===== src/logic/pmi_pkg.sv =====
// Purpose: shared constants and carrier types for the microphone receiver
// Assumes: one 20 MHz clock; samples leave through a word-wide memory write port
// Notes:   gain codes step half a decibel; code 40 is unity gain
package pmi_pkg;
    localparam int          CLK_HZ          = 20_000_000; // system clock rate
    localparam int          SAMPLE_W        = 16;         // pcm sample width
    localparam int          OUT_RATE_HZ     = 16_000;     // nominal output rate
    localparam logic [6:0]  RATIO_LOW       = 7'h40;      // 64 bit clocks per sample
    localparam logic [6:0]  RATIO_HIGH      = 7'h50;      // 80 bit clocks per sample
    localparam int          PCM_SHIFT       = 8;          // ones-count to pcm scaling
    localparam logic [6:0]  GAIN_LOWEST     = 7'h00;      // lowest_gain_code, -20 dB
    localparam logic [6:0]  GAIN_HIGHEST    = 7'h50;      // highest_gain_code, +20 dB
    localparam logic [6:0]  GAIN_DEFAULT    = 7'h28;      // reset gain, unity
    localparam logic [6:0]  GAIN_BIAS       = 7'h08;      // lifts codes onto a 12-step grid
    localparam logic [6:0]  STEPS_PER_OCT   = 7'h0c;      // half-dB steps per doubling
    localparam int          GAIN_FRAC_W     = 12;         // fraction bits of gain table
    localparam int          GAIN_UNITY_OCT  = 4;          // octave index of unity gain
    localparam logic [7:0]  DIV_DEFAULT     = 8'h08;      // half period, 1.25 MHz bit clock
    localparam logic [31:0] ADDR_STEP       = 32'h0000_0004; // bytes per ram word
    localparam logic [15:0] PCM_MAX         = 16'h7fff;   // saturation ceiling
    localparam logic [15:0] PCM_MIN         = 16'h8000;   // saturation floor

    // one stereo frame of gained samples
    typedef struct packed {
        logic signed [SAMPLE_W-1:0] right;
        logic signed [SAMPLE_W-1:0] left;
    } pmi_frame_t;

    // one ram word write
    typedef struct packed {
        logic [31:0] addr;
        logic [31:0] data;
    } pmi_mem_t;

    typedef enum logic [1:0] {
        ST_IDLE,
        ST_RUN,
        ST_WRITE
    } pmi_state_t;
endpackage : pmi_pkg


===== src/logic/pmi_top.sv =====
// Purpose: pdm microphone receiver, decimation, gain and sample storage
// Assumes: mic_bit_clock is made here; din is asynchronous and synchronised
// Notes:   bit clock is divided from REF_CLK only, so it carries that clock's jitter
//
// Functional notes
// - drive bit clock; mono or stereo input
// - at most two microphones share one input
// - sixteen-bit samples, nominally sixteen kilohertz
// - settable divider, no added jitter
// - default: left on falling, right rising
// - swap exchanges capture edges
// - each channel decimated to sixteen-bit pcm
// - ratio sixty-four or eighty bit clocks
// - one buffer; stereo alternates, mono left
// - start runs; stop after current frame
// - halted event once writes finished
// - volume spans twenty decibels either way
// - left and right gains independent
// - gain code half decibel per count
// - address double-buffered, reload after started
// - buffer full: end, switch, started again
// - length in samples; left low half
`timescale 1ns/1ps
module pmi_top
    import pmi_pkg::*;
#(
    parameter int LEN_W = 15 // sample_buffer_length width
) (
    input  wire logic             REF_CLK,
    input  wire logic             RST,
    input  wire logic             START,
    input  wire logic             STOP,
    input  wire logic             MIC_DIN,
    input  wire logic [7:0]       BIT_CLOCK_FREQUENCY_SELECT,
    input  wire logic             EDGE_SWAP,
    input  wire logic             STEREO,
    input  wire logic             RATIO_80,
    input  wire logic [6:0]       LEFT_GAIN_SETTING,
    input  wire logic [6:0]       RIGHT_GAIN_SETTING,
    input  wire logic [31:0]      SAMPLE_BUFFER_ADDRESS,
    input  wire logic [LEN_W-1:0] SAMPLE_BUFFER_LENGTH,
    input  wire logic             MEM_ACK,
    output logic                  MIC_BIT_CLOCK,
    output logic                  MEM_REQ,
    output pmi_mem_t              MEM_WR,
    output logic                  EV_STARTED,
    output logic                  EV_END,
    output logic                  EV_STOPPED,
    output logic                  BUSY
);
    // ---------------- bit clock divider ----------------
    logic [7:0] div_cnt, next_div_cnt;   // cycles in current half period
    logic       bclk, next_bclk;         // bit clock level
    logic       rise_p, next_rise_p;     // bit clock just rose
    logic       fall_p, next_fall_p;     // bit clock just fell
    logic [7:0] half_per;                // half period, never zero
    pmi_state_t state, next_state;       // acquisition state

    // fixed divide from the clock, idle low while stopped
    always_comb begin
        half_per     = (BIT_CLOCK_FREQUENCY_SELECT == 8'h00) ? 8'h01 : BIT_CLOCK_FREQUENCY_SELECT;
        next_div_cnt = div_cnt + 8'h01;
        next_bclk    = bclk;
        next_rise_p  = 1'b0;
        next_fall_p  = 1'b0;
        if (state == ST_IDLE) begin
            next_div_cnt = 8'h00;
            next_bclk    = 1'b0;
        end else if (div_cnt >= half_per - 8'h01) begin
            next_div_cnt = 8'h00;
            next_bclk    = ~bclk;
            next_rise_p  = ~bclk;
            next_fall_p  = bclk;
        end
    end

    // divider registers
    always_ff @(posedge REF_CLK or posedge RST) begin
        if (RST) begin
            div_cnt <= 8'h00;
            bclk    <= 1'b0;
            rise_p  <= 1'b0;
            fall_p  <= 1'b0;
        end else begin
            div_cnt <= next_div_cnt;
            bclk    <= next_bclk;
            rise_p  <= next_rise_p;
            fall_p  <= next_fall_p;
        end
    end
    assign MIC_BIT_CLOCK = bclk;

    // ---------------- capture and decimation ----------------
    logic       din_s1, din_s2;          // data synchroniser
    logic [6:0] ones_l, next_ones_l;     // left ones in this frame
    logic [6:0] ones_r, next_ones_r;     // right ones in this frame
    logic [6:0] bit_cnt, next_bit_cnt;   // bit clock periods in frame
    logic [6:0] cap_l, next_cap_l;       // finished left count
    logic [6:0] cap_r, next_cap_r;       // finished right count
    logic       frame_p, next_frame_p;   // counts just finished
    logic [6:0] ratio;                   // periods per output sample
    logic       take_l, take_r;          // capture strobes per channel

    // shared pin: left and right pick opposite edges
    always_comb begin
        ratio        = RATIO_80 ? RATIO_HIGH : RATIO_LOW;
        take_l       = EDGE_SWAP ? rise_p : fall_p;
        take_r       = EDGE_SWAP ? fall_p : rise_p;
        next_ones_l  = ones_l + {6'h00, take_l & din_s2};
        next_ones_r  = ones_r + {6'h00, take_r & din_s2};
        next_bit_cnt = bit_cnt;
        next_cap_l   = cap_l;
        next_cap_r   = cap_r;
        next_frame_p = 1'b0;
        if (state == ST_IDLE) begin
            next_ones_l  = 7'h00;
            next_ones_r  = 7'h00;
            next_bit_cnt = 7'h00;
        end else if (fall_p) begin
            // a period ends on the falling edge (rise came first)
            if (bit_cnt == ratio - 7'h01) begin
                next_cap_l   = next_ones_l;
                next_cap_r   = next_ones_r;
                next_frame_p = 1'b1;
                next_ones_l  = 7'h00;
                next_ones_r  = 7'h00;
                next_bit_cnt = 7'h00;
            end else begin
                next_bit_cnt = bit_cnt + 7'h01;
            end
        end
    end

    // capture registers
    always_ff @(posedge REF_CLK or posedge RST) begin
        if (RST) begin
            din_s1  <= 1'b0;
            din_s2  <= 1'b0;
            ones_l  <= 7'h00;
            ones_r  <= 7'h00;
            bit_cnt <= 7'h00;
            cap_l   <= 7'h00;
            cap_r   <= 7'h00;
            frame_p <= 1'b0;
        end else begin
            din_s1  <= MIC_DIN;
            din_s2  <= din_s1;
            ones_l  <= next_ones_l;
            ones_r  <= next_ones_r;
            bit_cnt <= next_bit_cnt;
            cap_l   <= next_cap_l;
            cap_r   <= next_cap_r;
            frame_p <= next_frame_p;
        end
    end

    // ---------------- volume stage ----------------
    // 2^(k/12) in 12 fraction bits: one half-dB step apart
    function automatic logic [12:0] frac_gain(input logic [6:0] k);
        unique case (k)
            7'h00:   frac_gain = 13'h1000;
            7'h01:   frac_gain = 13'h10f4;
            7'h02:   frac_gain = 13'h11f6;
            7'h03:   frac_gain = 13'h1307;
            7'h04:   frac_gain = 13'h1429;
            7'h05:   frac_gain = 13'h155c;
            7'h06:   frac_gain = 13'h16a1;
            7'h07:   frac_gain = 13'h17f9;
            7'h08:   frac_gain = 13'h1966;
            7'h09:   frac_gain = 13'h1ae9;
            7'h0a:   frac_gain = 13'h1c82;
            default: frac_gain = 13'h1e34;
        endcase
    endfunction : frac_gain

    // pcm from ones count, gain, then clamp to 16 bits
    function automatic logic [15:0] apply_gain(input logic [6:0] ones, input logic [6:0] ratio_v,
                                               input logic [6:0] code);
        logic signed [8:0]  diff;
        logic signed [15:0] pcm;
        logic [6:0]         grid;
        logic [6:0]         oct;
        logic signed [39:0] prod;
        logic signed [39:0] scaled;
        diff   = $signed({1'b0, ones, 1'b0}) - $signed({2'b00, ratio_v});
        pcm    = 16'(diff <<< PCM_SHIFT);
        grid   = code + GAIN_BIAS;
        oct    = grid / STEPS_PER_OCT;
        prod   = 40'(pcm) * $signed({27'h0, frac_gain(7'(grid % STEPS_PER_OCT))});
        scaled = (prod <<< oct) >>> (GAIN_FRAC_W + GAIN_UNITY_OCT);
        if (scaled > 40'(signed'(PCM_MAX)))
            apply_gain = PCM_MAX;
        else if (scaled < 40'(signed'(PCM_MIN)))
            apply_gain = PCM_MIN;
        else
            apply_gain = scaled[15:0];
    endfunction : apply_gain

    pmi_frame_t frame, next_frame;       // gained stereo sample pair
    logic       frame_v, next_frame_v;   // pair just produced

    // independent gain per channel
    always_comb begin
        next_frame   = frame;
        next_frame_v = frame_p;
        if (frame_p) begin
            next_frame.left  = apply_gain(cap_l, ratio, LEFT_GAIN_SETTING);
            next_frame.right = apply_gain(cap_r, ratio, RIGHT_GAIN_SETTING);
        end
    end

    // volume registers
    always_ff @(posedge REF_CLK or posedge RST) begin
        if (RST) begin
            frame   <= '0;
            frame_v <= 1'b0;
        end else begin
            frame   <= next_frame;
            frame_v <= next_frame_v;
        end
    end

    // ---------------- storage and control ----------------
    logic [31:0]      wr_addr, next_wr_addr;   // next ram word address
    logic [LEN_W-1:0] buf_len, next_buf_len;   // active buffer length
    logic [LEN_W:0]   cnt, next_cnt;           // samples placed in buffer
    logic             stop_pend, next_stop_pend; // stop waiting for frame end
    logic             half, next_half;         // mono word half filled
    logic [15:0]      half_l, next_half_l;     // first mono sample of word
    logic             next_req;                // write request
    pmi_mem_t         next_wr;                 // write contents
    logic             next_ev_started;
    logic             next_ev_end;
    logic             next_ev_stopped;
    logic             done;                    // write completes the buffer

    always_comb begin
        next_state      = state;
        next_wr_addr    = wr_addr;
        next_buf_len    = buf_len;
        next_cnt        = cnt;
        next_stop_pend  = stop_pend | (STOP & (state != ST_IDLE));
        next_half       = half;
        next_half_l     = half_l;
        next_req        = MEM_REQ;
        next_wr         = MEM_WR;
        next_ev_started = 1'b0;
        next_ev_end     = 1'b0;
        next_ev_stopped = 1'b0;
        done            = cnt >= {1'b0, buf_len};
        unique case (state)
            ST_IDLE: begin
                if (START) begin
                    next_state      = ST_RUN;
                    next_wr_addr    = SAMPLE_BUFFER_ADDRESS;
                    next_buf_len    = SAMPLE_BUFFER_LENGTH;
                    next_cnt        = '0;
                    next_half       = 1'b0;
                    next_ev_started = 1'b1;
                end
            end
            ST_RUN: begin
                if (frame_v) begin
                    next_wr.addr = wr_addr;
                    if (STEREO) begin
                        next_wr.data = {frame.right, frame.left};
                        next_cnt     = cnt + 2'd2;
                        next_req     = 1'b1;
                        next_state   = ST_WRITE;
                    end else if (half) begin
                        next_wr.data = {frame.left, half_l};
                        next_cnt     = cnt + 1'b1;
                        next_half    = 1'b0;
                        next_req     = 1'b1;
                        next_state   = ST_WRITE;
                    end else begin
                        next_half_l  = frame.left;
                        next_half    = 1'b1;
                        next_cnt     = cnt + 1'b1;
                        // odd length or stop: flush the lone low half
                        if (cnt + 1'b1 >= {1'b0, buf_len} || next_stop_pend) begin
                            next_wr.data = {16'h0000, frame.left};
                            next_half    = 1'b0;
                            next_req     = 1'b1;
                            next_state   = ST_WRITE;
                        end
                    end
                end
            end
            ST_WRITE: begin
                if (MEM_ACK) begin
                    next_req     = 1'b0;
                    next_wr_addr = wr_addr + ADDR_STEP;
                    next_state   = ST_RUN;
                    if (done || next_stop_pend) begin
                        next_ev_end = 1'b1;
                    end
                    if (next_stop_pend) begin
                        next_state      = ST_IDLE;
                        next_stop_pend  = 1'b0;
                        next_ev_stopped = 1'b1;
                    end else if (done) begin
                        next_wr_addr    = SAMPLE_BUFFER_ADDRESS;
                        next_buf_len    = SAMPLE_BUFFER_LENGTH;
                        next_cnt        = '0;
                        next_ev_started = 1'b1;
                    end
                end
            end
        endcase
    end

    // storage registers
    always_ff @(posedge REF_CLK or posedge RST) begin
        if (RST) begin
            state      <= ST_IDLE;
            wr_addr    <= 32'h0000_0000;
            buf_len    <= '0;
            cnt        <= '0;
            stop_pend  <= 1'b0;
            half       <= 1'b0;
            half_l     <= 16'h0000;
            MEM_REQ    <= 1'b0;
            MEM_WR     <= '0;
            EV_STARTED <= 1'b0;
            EV_END     <= 1'b0;
            EV_STOPPED <= 1'b0;
            BUSY       <= 1'b0;
        end else begin
            state      <= next_state;
            wr_addr    <= next_wr_addr;
            buf_len    <= next_buf_len;
            cnt        <= next_cnt;
            stop_pend  <= next_stop_pend;
            half       <= next_half;
            half_l     <= next_half_l;
            MEM_REQ    <= next_req;
            MEM_WR     <= next_wr;
            EV_STARTED <= next_ev_started;
            EV_END     <= next_ev_end;
            EV_STOPPED <= next_ev_stopped;
            BUSY       <= next_state != ST_IDLE;
        end
    end
endmodule : pmi_top


===== config.mk =====
export PLATFORM = sky130hd
export DESIGN_NAME = pmi_top
export DESIGN_NICKNAME = d
export VERILOG_FILES = /design/src/logic/pmi_pkg.sv /design/src/logic/pmi_top.sv
export SDC_FILE = /design/constraint.sdc
export NUM_CORES = 1
export LEC_CHECK = 0
export BUFFER_PORTS_ARGS = -buffer_cell sky130_fd_sc_hd__buf_2
export CAP_MARGIN = 20
export CORE_AREA = 2 2 239 241
export CTS_CLUSTER_SIZE = 40
export DETAILED_ROUTE_END_ITERATION = 10
export DIE_AREA = 0 0 241 243
export PLACE_DENSITY_LB_ADDON = 0.1
export SYNTH_ARGS = -nofsm -noshare
export SYNTH_HDL_FRONTEND = slang
export SYNTH_SLANG_ARGS = --single-unit

===== constraint.sdc =====
create_clock -name REF_CLK -period 20.3 [get_ports REF_CLK]
set_clock_uncertainty 0.05 [all_clocks]
set_input_delay 6.09 -clock REF_CLK [delete_from_list [all_inputs] [get_ports REF_CLK]]
set_output_delay 6.09 -clock REF_CLK [all_outputs]
set_load 0.005 [all_outputs]

== Yosys cells after proc, flatten, opt, wreduce, memory -nomap -nowiden ==
Memory sizes are Yosys's and may differ from the RTL's.
Index checks and enable logic that the tools add are counted.

* Memories: 2
* ROM bits: 384
* Register bits: 234
* Word-level logic and storage cells: 185

* Muxes and demuxes: 85
* Divide/modulo/power cells: 4
* Order comparisons: 7
* Reductions and logical operators: 23
* Shift-type cells: 2
* Add/subtract/negate cells: 13
* Eq/ne operators: 10
* Bitwise gates (word level): 8
* Multipliers: 2

{| class="wikitable"
|+ Memories
! memory !! words !! bits a word !! read ports !! clocked after Yosys merged registers in !! write ports !! RTL line !! source
|-
| (name not given) || 16 || 12 || 1 || 0 || 0 || pmi_top.sv:160 || <nowiki>unique case (k)</nowiki>
|-
| (name not given) || 16 || 12 || 1 || 0 || 0 || pmi_top.sv:160 ||
|}

{| class="wikitable"
|+ Operators with widths
! operator !! number
|-
| 32-bit two-way mux || 7
|-
| 16-bit two-way mux || 10
|-
| 30-bit by 7-bit <<< shifter with 40-bit output || 2
|-
| 32-bit case mux with 2 select lines || 1
|-
| 7-bit two-way mux || 9
|-
| 15-bit two-way mux || 4
|-
| 13-bit two-way mux || 4
|-
| 24-bit by 16-bit greater-than comparator with 1-bit output, second input constant || 2
|-
| 24-bit by 16-bit less-than comparator with 1-bit output, second input constant || 2
|-
| 16-bit case mux with 3 select lines || 1
|-
| 8-bit by 14-bit multiplier with 22-bit output || 2
|-
| 1-bit two-way mux || 34
|-
| 32-bit by 3-bit adder with 32-bit output, second input constant || 1
|-
| 16-bit by 15-bit greater-or-equal comparator with 1-bit output || 2
|-
| 15-bit case mux with 2 select lines || 1
|-
| 8-bit two-way mux || 3
|-
| 16-bit by 1-bit adder with 16-bit output, second input constant || 1
|-
| 16-bit by 2-bit adder with 16-bit output, second input constant || 1
|-
| 8-bit by 7-bit subtractor with 8-bit output || 2
|-
| 7-bit by 1-bit adder with 7-bit output || 2
|-
| 7-bit by 4-bit adder with 7-bit output, second input constant || 2
|-
| 7-bit by 4-bit divider with 7-bit output, second input constant || 2
|-
| 7-bit by 4-bit modulo with 7-bit output, second input constant || 2
|-
| 2-bit nonzero test || 7
|-
| 26 further kinds || 50
|}

== Depth between registers and ports, before layout ==
* Depth after elaboration: 10
* Gate-level depth with buffers: 37

== Worst setup path after synthesis ==
OpenSTA, ideal clock, no wires.

* Path type: input to register
* Start point: input LEFT_GAIN_SETTING[3]
* End point: register frame[9] (netlist name)
* Data arrival time: 14210 ps
* Stages on the path: 32
* Path slack: 5914 ps
* Data required time: 20124 ps
* Library setup time: 126 ps
* Cell sequence: ha_1 -> buf_2 -> o21ai_0 -> nor3_1 -> nor3_1 -> nor3_1 -> a211o_1 -> o21ai_0 -> clkbuf_1 -> mux2_2 -> or2_2 -> fa_1 -> fa_1 -> inv_1 -> fa_1 -> inv_1 -> fa_1 -> inv_1 -> ha_1 -> a21o_1 -> a211oi_1 -> a21oi_1 -> a211o_1 -> a211oi_2 -> xnor2_1 -> nor2_1 -> or3_1 -> a31oi_1 -> o211ai_1 -> o311a_1 -> buf_2 -> a221o_1

* Cells in the longest elaborated chain, start to end: 10

{| class="wikitable"
|+ RTL lines
! element !! RTL line !! source
|-
| start: declaration || pmi_top.sv:38 || <nowiki>input wire logic [6:0] LEFT_GAIN_SETTING,</nowiki>
|-
| 7-bit by 4-bit adder with 7-bit output * || pmi_top.sv:187 || <nowiki>grid = code + GAIN_BIAS;</nowiki>
|-
| 7-bit by 4-bit modulo with 7-bit output || pmi_top.sv:189 || <nowiki>prod = 40'(pcm) * $signed({27'h0, frac_gain(7'(grid % STEPS_PER_OCT))});</nowiki>
|-
| memory read 16 x 12 bit or 3-bit logical NOT (tied branches) || - ||
|-
| 13-bit two-way mux || pmi_top.sv:160 ||
|-
| 13-bit two-way mux || pmi_top.sv:206 || <nowiki>if (frame_p) begin</nowiki>
|-
| 8-bit by 14-bit multiplier with 22-bit output || pmi_top.sv:189 ||
|-
| 30-bit by 7-bit <<< shifter with 40-bit output * || pmi_top.sv:190 || <nowiki>scaled = (prod <<< oct) >>> (GAIN_FRAC_W + GAIN_UNITY_OCT);</nowiki>
|-
| 24-bit by 16-bit less-than comparator with 1-bit output || pmi_top.sv:193 || <nowiki>else if (scaled < 40'(signed'(PCM_MIN)))</nowiki>
|-
| 16-bit two-way mux || pmi_top.sv:193 ||
|-
| 16-bit two-way mux * || pmi_top.sv:191 || <nowiki>if (scaled > 40'(signed'(PCM_MAX)))</nowiki>
|-
| end signal: assignment || pmi_top.sv:218 || <nowiki>frame <= next_frame;</nowiki>
|-
| end: declaration || pmi_top.sv:199 || <nowiki>pmi_frame_t frame, next_frame;</nowiki>
|}

Every way passes the cells marked *; elsewhere a longest branch is shown, timed or not. The select of a mux whose other input is x is not followed.
A chain may end at the register's enable or synchronous reset.

== Worst setup path after layout ==
* Start point: input RIGHT_GAIN_SETTING[3]
* End point: register frame[30] (netlist name)

* Cells in the longest elaborated chain, start to end: 10

{| class="wikitable"
|+ RTL lines
! element !! RTL line !! source
|-
| start: declaration || pmi_top.sv:39 || <nowiki>input wire logic [6:0] RIGHT_GAIN_SETTING,</nowiki>
|-
| 7-bit by 4-bit adder with 7-bit output * || pmi_top.sv:187 ||
|-
| 7-bit by 4-bit modulo with 7-bit output || pmi_top.sv:189 ||
|-
| memory read 16 x 12 bit or 3-bit logical NOT (tied branches) || - ||
|-
| 13-bit two-way mux || pmi_top.sv:160 ||
|-
| 13-bit two-way mux || pmi_top.sv:206 ||
|-
| 8-bit by 14-bit multiplier with 22-bit output || pmi_top.sv:189 ||
|-
| 30-bit by 7-bit <<< shifter with 40-bit output * || pmi_top.sv:190 ||
|-
| 24-bit by 16-bit less-than comparator with 1-bit output || pmi_top.sv:193 ||
|-
| 16-bit two-way mux || pmi_top.sv:193 ||
|-
| 16-bit two-way mux * || pmi_top.sv:191 ||
|}

Marks and branches as above.

==> flow_summary.ini <==
[sta]
timing.slew.headroom = 0.253
rsz0062_at_grt = false
setup_viol = 0
slew_viol_final = 0
worstMarginPinSlew_ps = 1120
finalHoldViolCount = 0
fin_crit_ps = 15390
tns_ps = 0
fmax_mhz = 65.0
period_share = 0.758
whs_ps = 300

[synthesis]
syn_nets = 2969
synth_cell_types = 105
synth-seq-area-share = 0.265
synthCells = 2620
synth-edff-count = 0
async_flop_share = 1.00
synth_warnings = 0
synth-seq-cells = 234
ys.flop_type = dfrtp_1
syn_area_per_cell_sq_um = 8.44
synth_area_sq_mm = 0.0221

[pwr]
max-vdd-ir-drop_uv = 77.0
power_leakage_nw = 11.7
switching_share = 0.490
p_int_mw = 1.53
power_switching_mw = 1.46
power_frac_clock = 0.155
p_per_area_mw_per_mm2 = 123
seq_power_share = 0.172
combPwrFrac = 0.673

[floorplanning]
die_area_sq_mm = 0.0586
coreArea_sq_mm = 0.0560
ios = 148
start_util = 0.395
die_w_microns = 241
die_y_microns = 243
rows = 87

[route]
drtAntennaViolNets = 0
via_count = 18800
viasPerCell = 5.43
drt_wl_total_microns = 59400
wl_per_cell_microns = 17.1
drt_first_pass_iters = 5
drt_iter0_drc = 1261
drc_errors = 0

[worst_hold_path]
hold_path.class = flop to flop
hold_path_depth = 0

[global_route]
antenna_found_initial = 2
grt_max_degree = 111
grt_pass1_vias = 18600
grtUsageTotal = 0.203
grt_overflow = 0
grt_pass1_wl_microns = 98000

[setup_path]
critPathKind = input port to flop
worstPathArrival_ps = 15710
setup.worst_path.end_class = flop
cp_max_fo = 27
reg2regPathDepth = 26
critPathMostFrequentCell = fa_1
cp_top_family = compound AO/OA/AOI/OAI gates
critical_path_depth = 29
critical_path.max_stage_delay_ps = 820
cp-start-kind = input port
crit_slowest_cell = o41ai_4
path_buf_inv = 4
required_ps = 20620

[clock_network]
clockBufferDepth = 3
ctsHoldBuffers = 0
path_clk_slew_ps = 60
postCtsSetupRepairBufs = 0
cts_htree_levels = 1
clock_latency_ps = 550
clockRootBuffer = clkbuf_16
cts_buffers = 25
clock_sinks = 234
ctsResizeCount = 0
cts_tree = built

[run_status]
status = finished, final reports clean

[place]
globalplace.congestion = 0.890
io_buffers = 147
hpwl_microns = 45500

[run]
drv_cap = 0

[final_layout]
fill_cells = 5709
nets = 3040
area_growth_pct = 9.87
drive_gt1_frac = 0.122
==> state kept, by name (all words and copies together) (netlist names), 2 cells and up <==
register  count
buf_len      15
cap_r         7
bit_cnt       7
half_l       16
ones_r        7
wr_addr      32
state         2
div_cnt       8
cnt          16
cap_l         7
ones_l        7
frame        32
MEM_WR       64
==> final timing paths <==
check,startpoint,slack [ps],endpoint
worst max-delay path,RIGHT_GAIN_SETTING[3],4910,frame[30]
max in group asynchronous,RST,13170,MEM_REQ
worst max register to register,cap_l[3],11460,frame[7]
min in group asynchronous,RST,5670,MEM_WR[50]
worst min register to register,din_s1,300,din_s2
worst min-delay path,din_s1,300,din_s2
==> through the flow <==
step	setup slack, ps	instances	cell area, sq um	power, mW	util
global route	4120	3465	24300	3.31	0.434
global placement	4510	3419	23500	2.50	0.420
floorplan	5910	2620	22100	2.07	-
finish	4910	3465	24300	2.99	0.434
detailed placement	4420	3419	23500	2.52	0.420
CTS	4970	3462	24300	3.00	0.434
==> metal layers <==
layer  global-route usage  part of all wire  vias up
li1                     -                 -     9262
met1                0.290              0.48     9126
met2                0.334              0.47      356
met3               0.0175             0.033       81
met4               0.0445             0.019        0
met5                    0                 0        -
==> power by group through the flow <==
| stage | combinational, mW | sequential (mW) | clock, mW |
|---|---|---|---|
| after floorplan | 1.55 | 0.514 | 0 |
| after global placement | 1.98 | 0.522 | 0 |
| after detailed placement | 1.99 | 0.523 | 0 |
| after CTS | 2.01 | 0.514 | 0.478 |
| after global routing | 2.30 | 0.517 | 0.496 |
| final | 2.01 | 0.514 | 0.464 |
==> Yosys cell counts (all sizes together) (19+ instances only) <==
| cell type | number | area [sq um] |
|---|---|---|
| o21ai | 150 | 751 |
| o211ai | 28 | 229 |
| a21oi | 194 | 986 |
| a211oi | 35 | 285 |
| o22ai | 19 | 125 |
| a21o | 31 | 233 |
| nor2b | 36 | 225 |
| dfrtp | 234 | 5860 |
| xnor2 | 35 | 307 |
| nand3 | 59 | 295 |
| mux2 | 68 | 766 |
| fa | 112 | 2240 |
| inv | 240 | 901 |
| o21a | 22 | 165 |
| ha | 159 | 1990 |
| and3 | 28 | 175 |
| xor2 | 42 | 368 |
| nand4 | 21 | 131 |
| mux2i | 68 | 681 |
| clkbuf | 92 | 345 |
| and2 | 38 | 238 |
| nand2 | 223 | 845 |
| nor3 | 44 | 231 |
| buf | 34 | 181 |
| nor2 | 328 | 1230 |
| nand2b | 36 | 228 |
| a31oi | 20 | 125 |
==> worst reg2reg max path: stages (launching register included) <==
cell	delay, ps
dfrtp_1	340
inv_1	40
ha_1	190
inv_1	60
o21ai_0	100
xnor2_1	830
clkinv_1	720
and2_1	350
fa_1	510
fa_1	520
fa_1	540
inv_1	50
fa_1	530
inv_1	40
ha_1	350
o211a_1	180
o31ai_2	110
a211oi_1	500
a211oi_1	170
a211oi_1	610
a21oi_1	150
a21oi_1	370
a21o_1	170
o31ai_1	80
nor4b_1	510
a21o_1	480
a311o_1	250
==> final cells by class <==
class                           instances  area, sq um  area share
Antenna cell                            2         5.00    0.000206
Clock buffer                           34          709      0.0292
Clock inverter                          9          114     0.00468
Inverter                              243          920      0.0378
Multi-Input combinational cell       2017        14900       0.611
Sequential cell                       234         5860       0.241
Tap cell                              756          946      0.0389
Timing Repair Buffer                  170          906      0.0373
==> cells by family (layout without fill, tap and decap cells) <==
family	after synthesis	count (layout)	share of synthesized area
and+or+nand+nor	873	873	0.183
buffers and inverters	369	456	0.0650
other	0	2	0
xor gates and xnor gates	78	78	0.0315
AOI/OAI and AO/OA	659	659	0.199
adders and majority gates	271	271	0.191
DFF	234	234	0.265
muxes	136	136	0.0654
==> cell usage in the layout, fill, tap and decap left out, types with 8 or more instances in the layout <==
cell and count:
nor2_1 327, o21a_1 22, nand2b_1 35, or2_2 13
o41ai_1 8, buf_4 22, o22ai_1 18, xor2_1 42
o31ai_1 13, ha_1 159, nor3_1 42, nor4_1 9
inv_1 238, dfrtp_1 234, nand3_1 59, nor2b_1 34
a21o_1 31, nand4_1 21, fa_1 112, o211ai_1 26
a31oi_1 20, o21ai_0 145, and3_1 28, a221o_1 11
clkbuf_16 25, a211o_1 14, and2_1 37, mux2i_1 68
a21oi_1 192, buf_2 148, nand2_1 222, xnor2_1 35
mux2_2 68, or3_1 9, a211oi_1 31, a22oi_1 15
(Power assumes the default switching activity.)
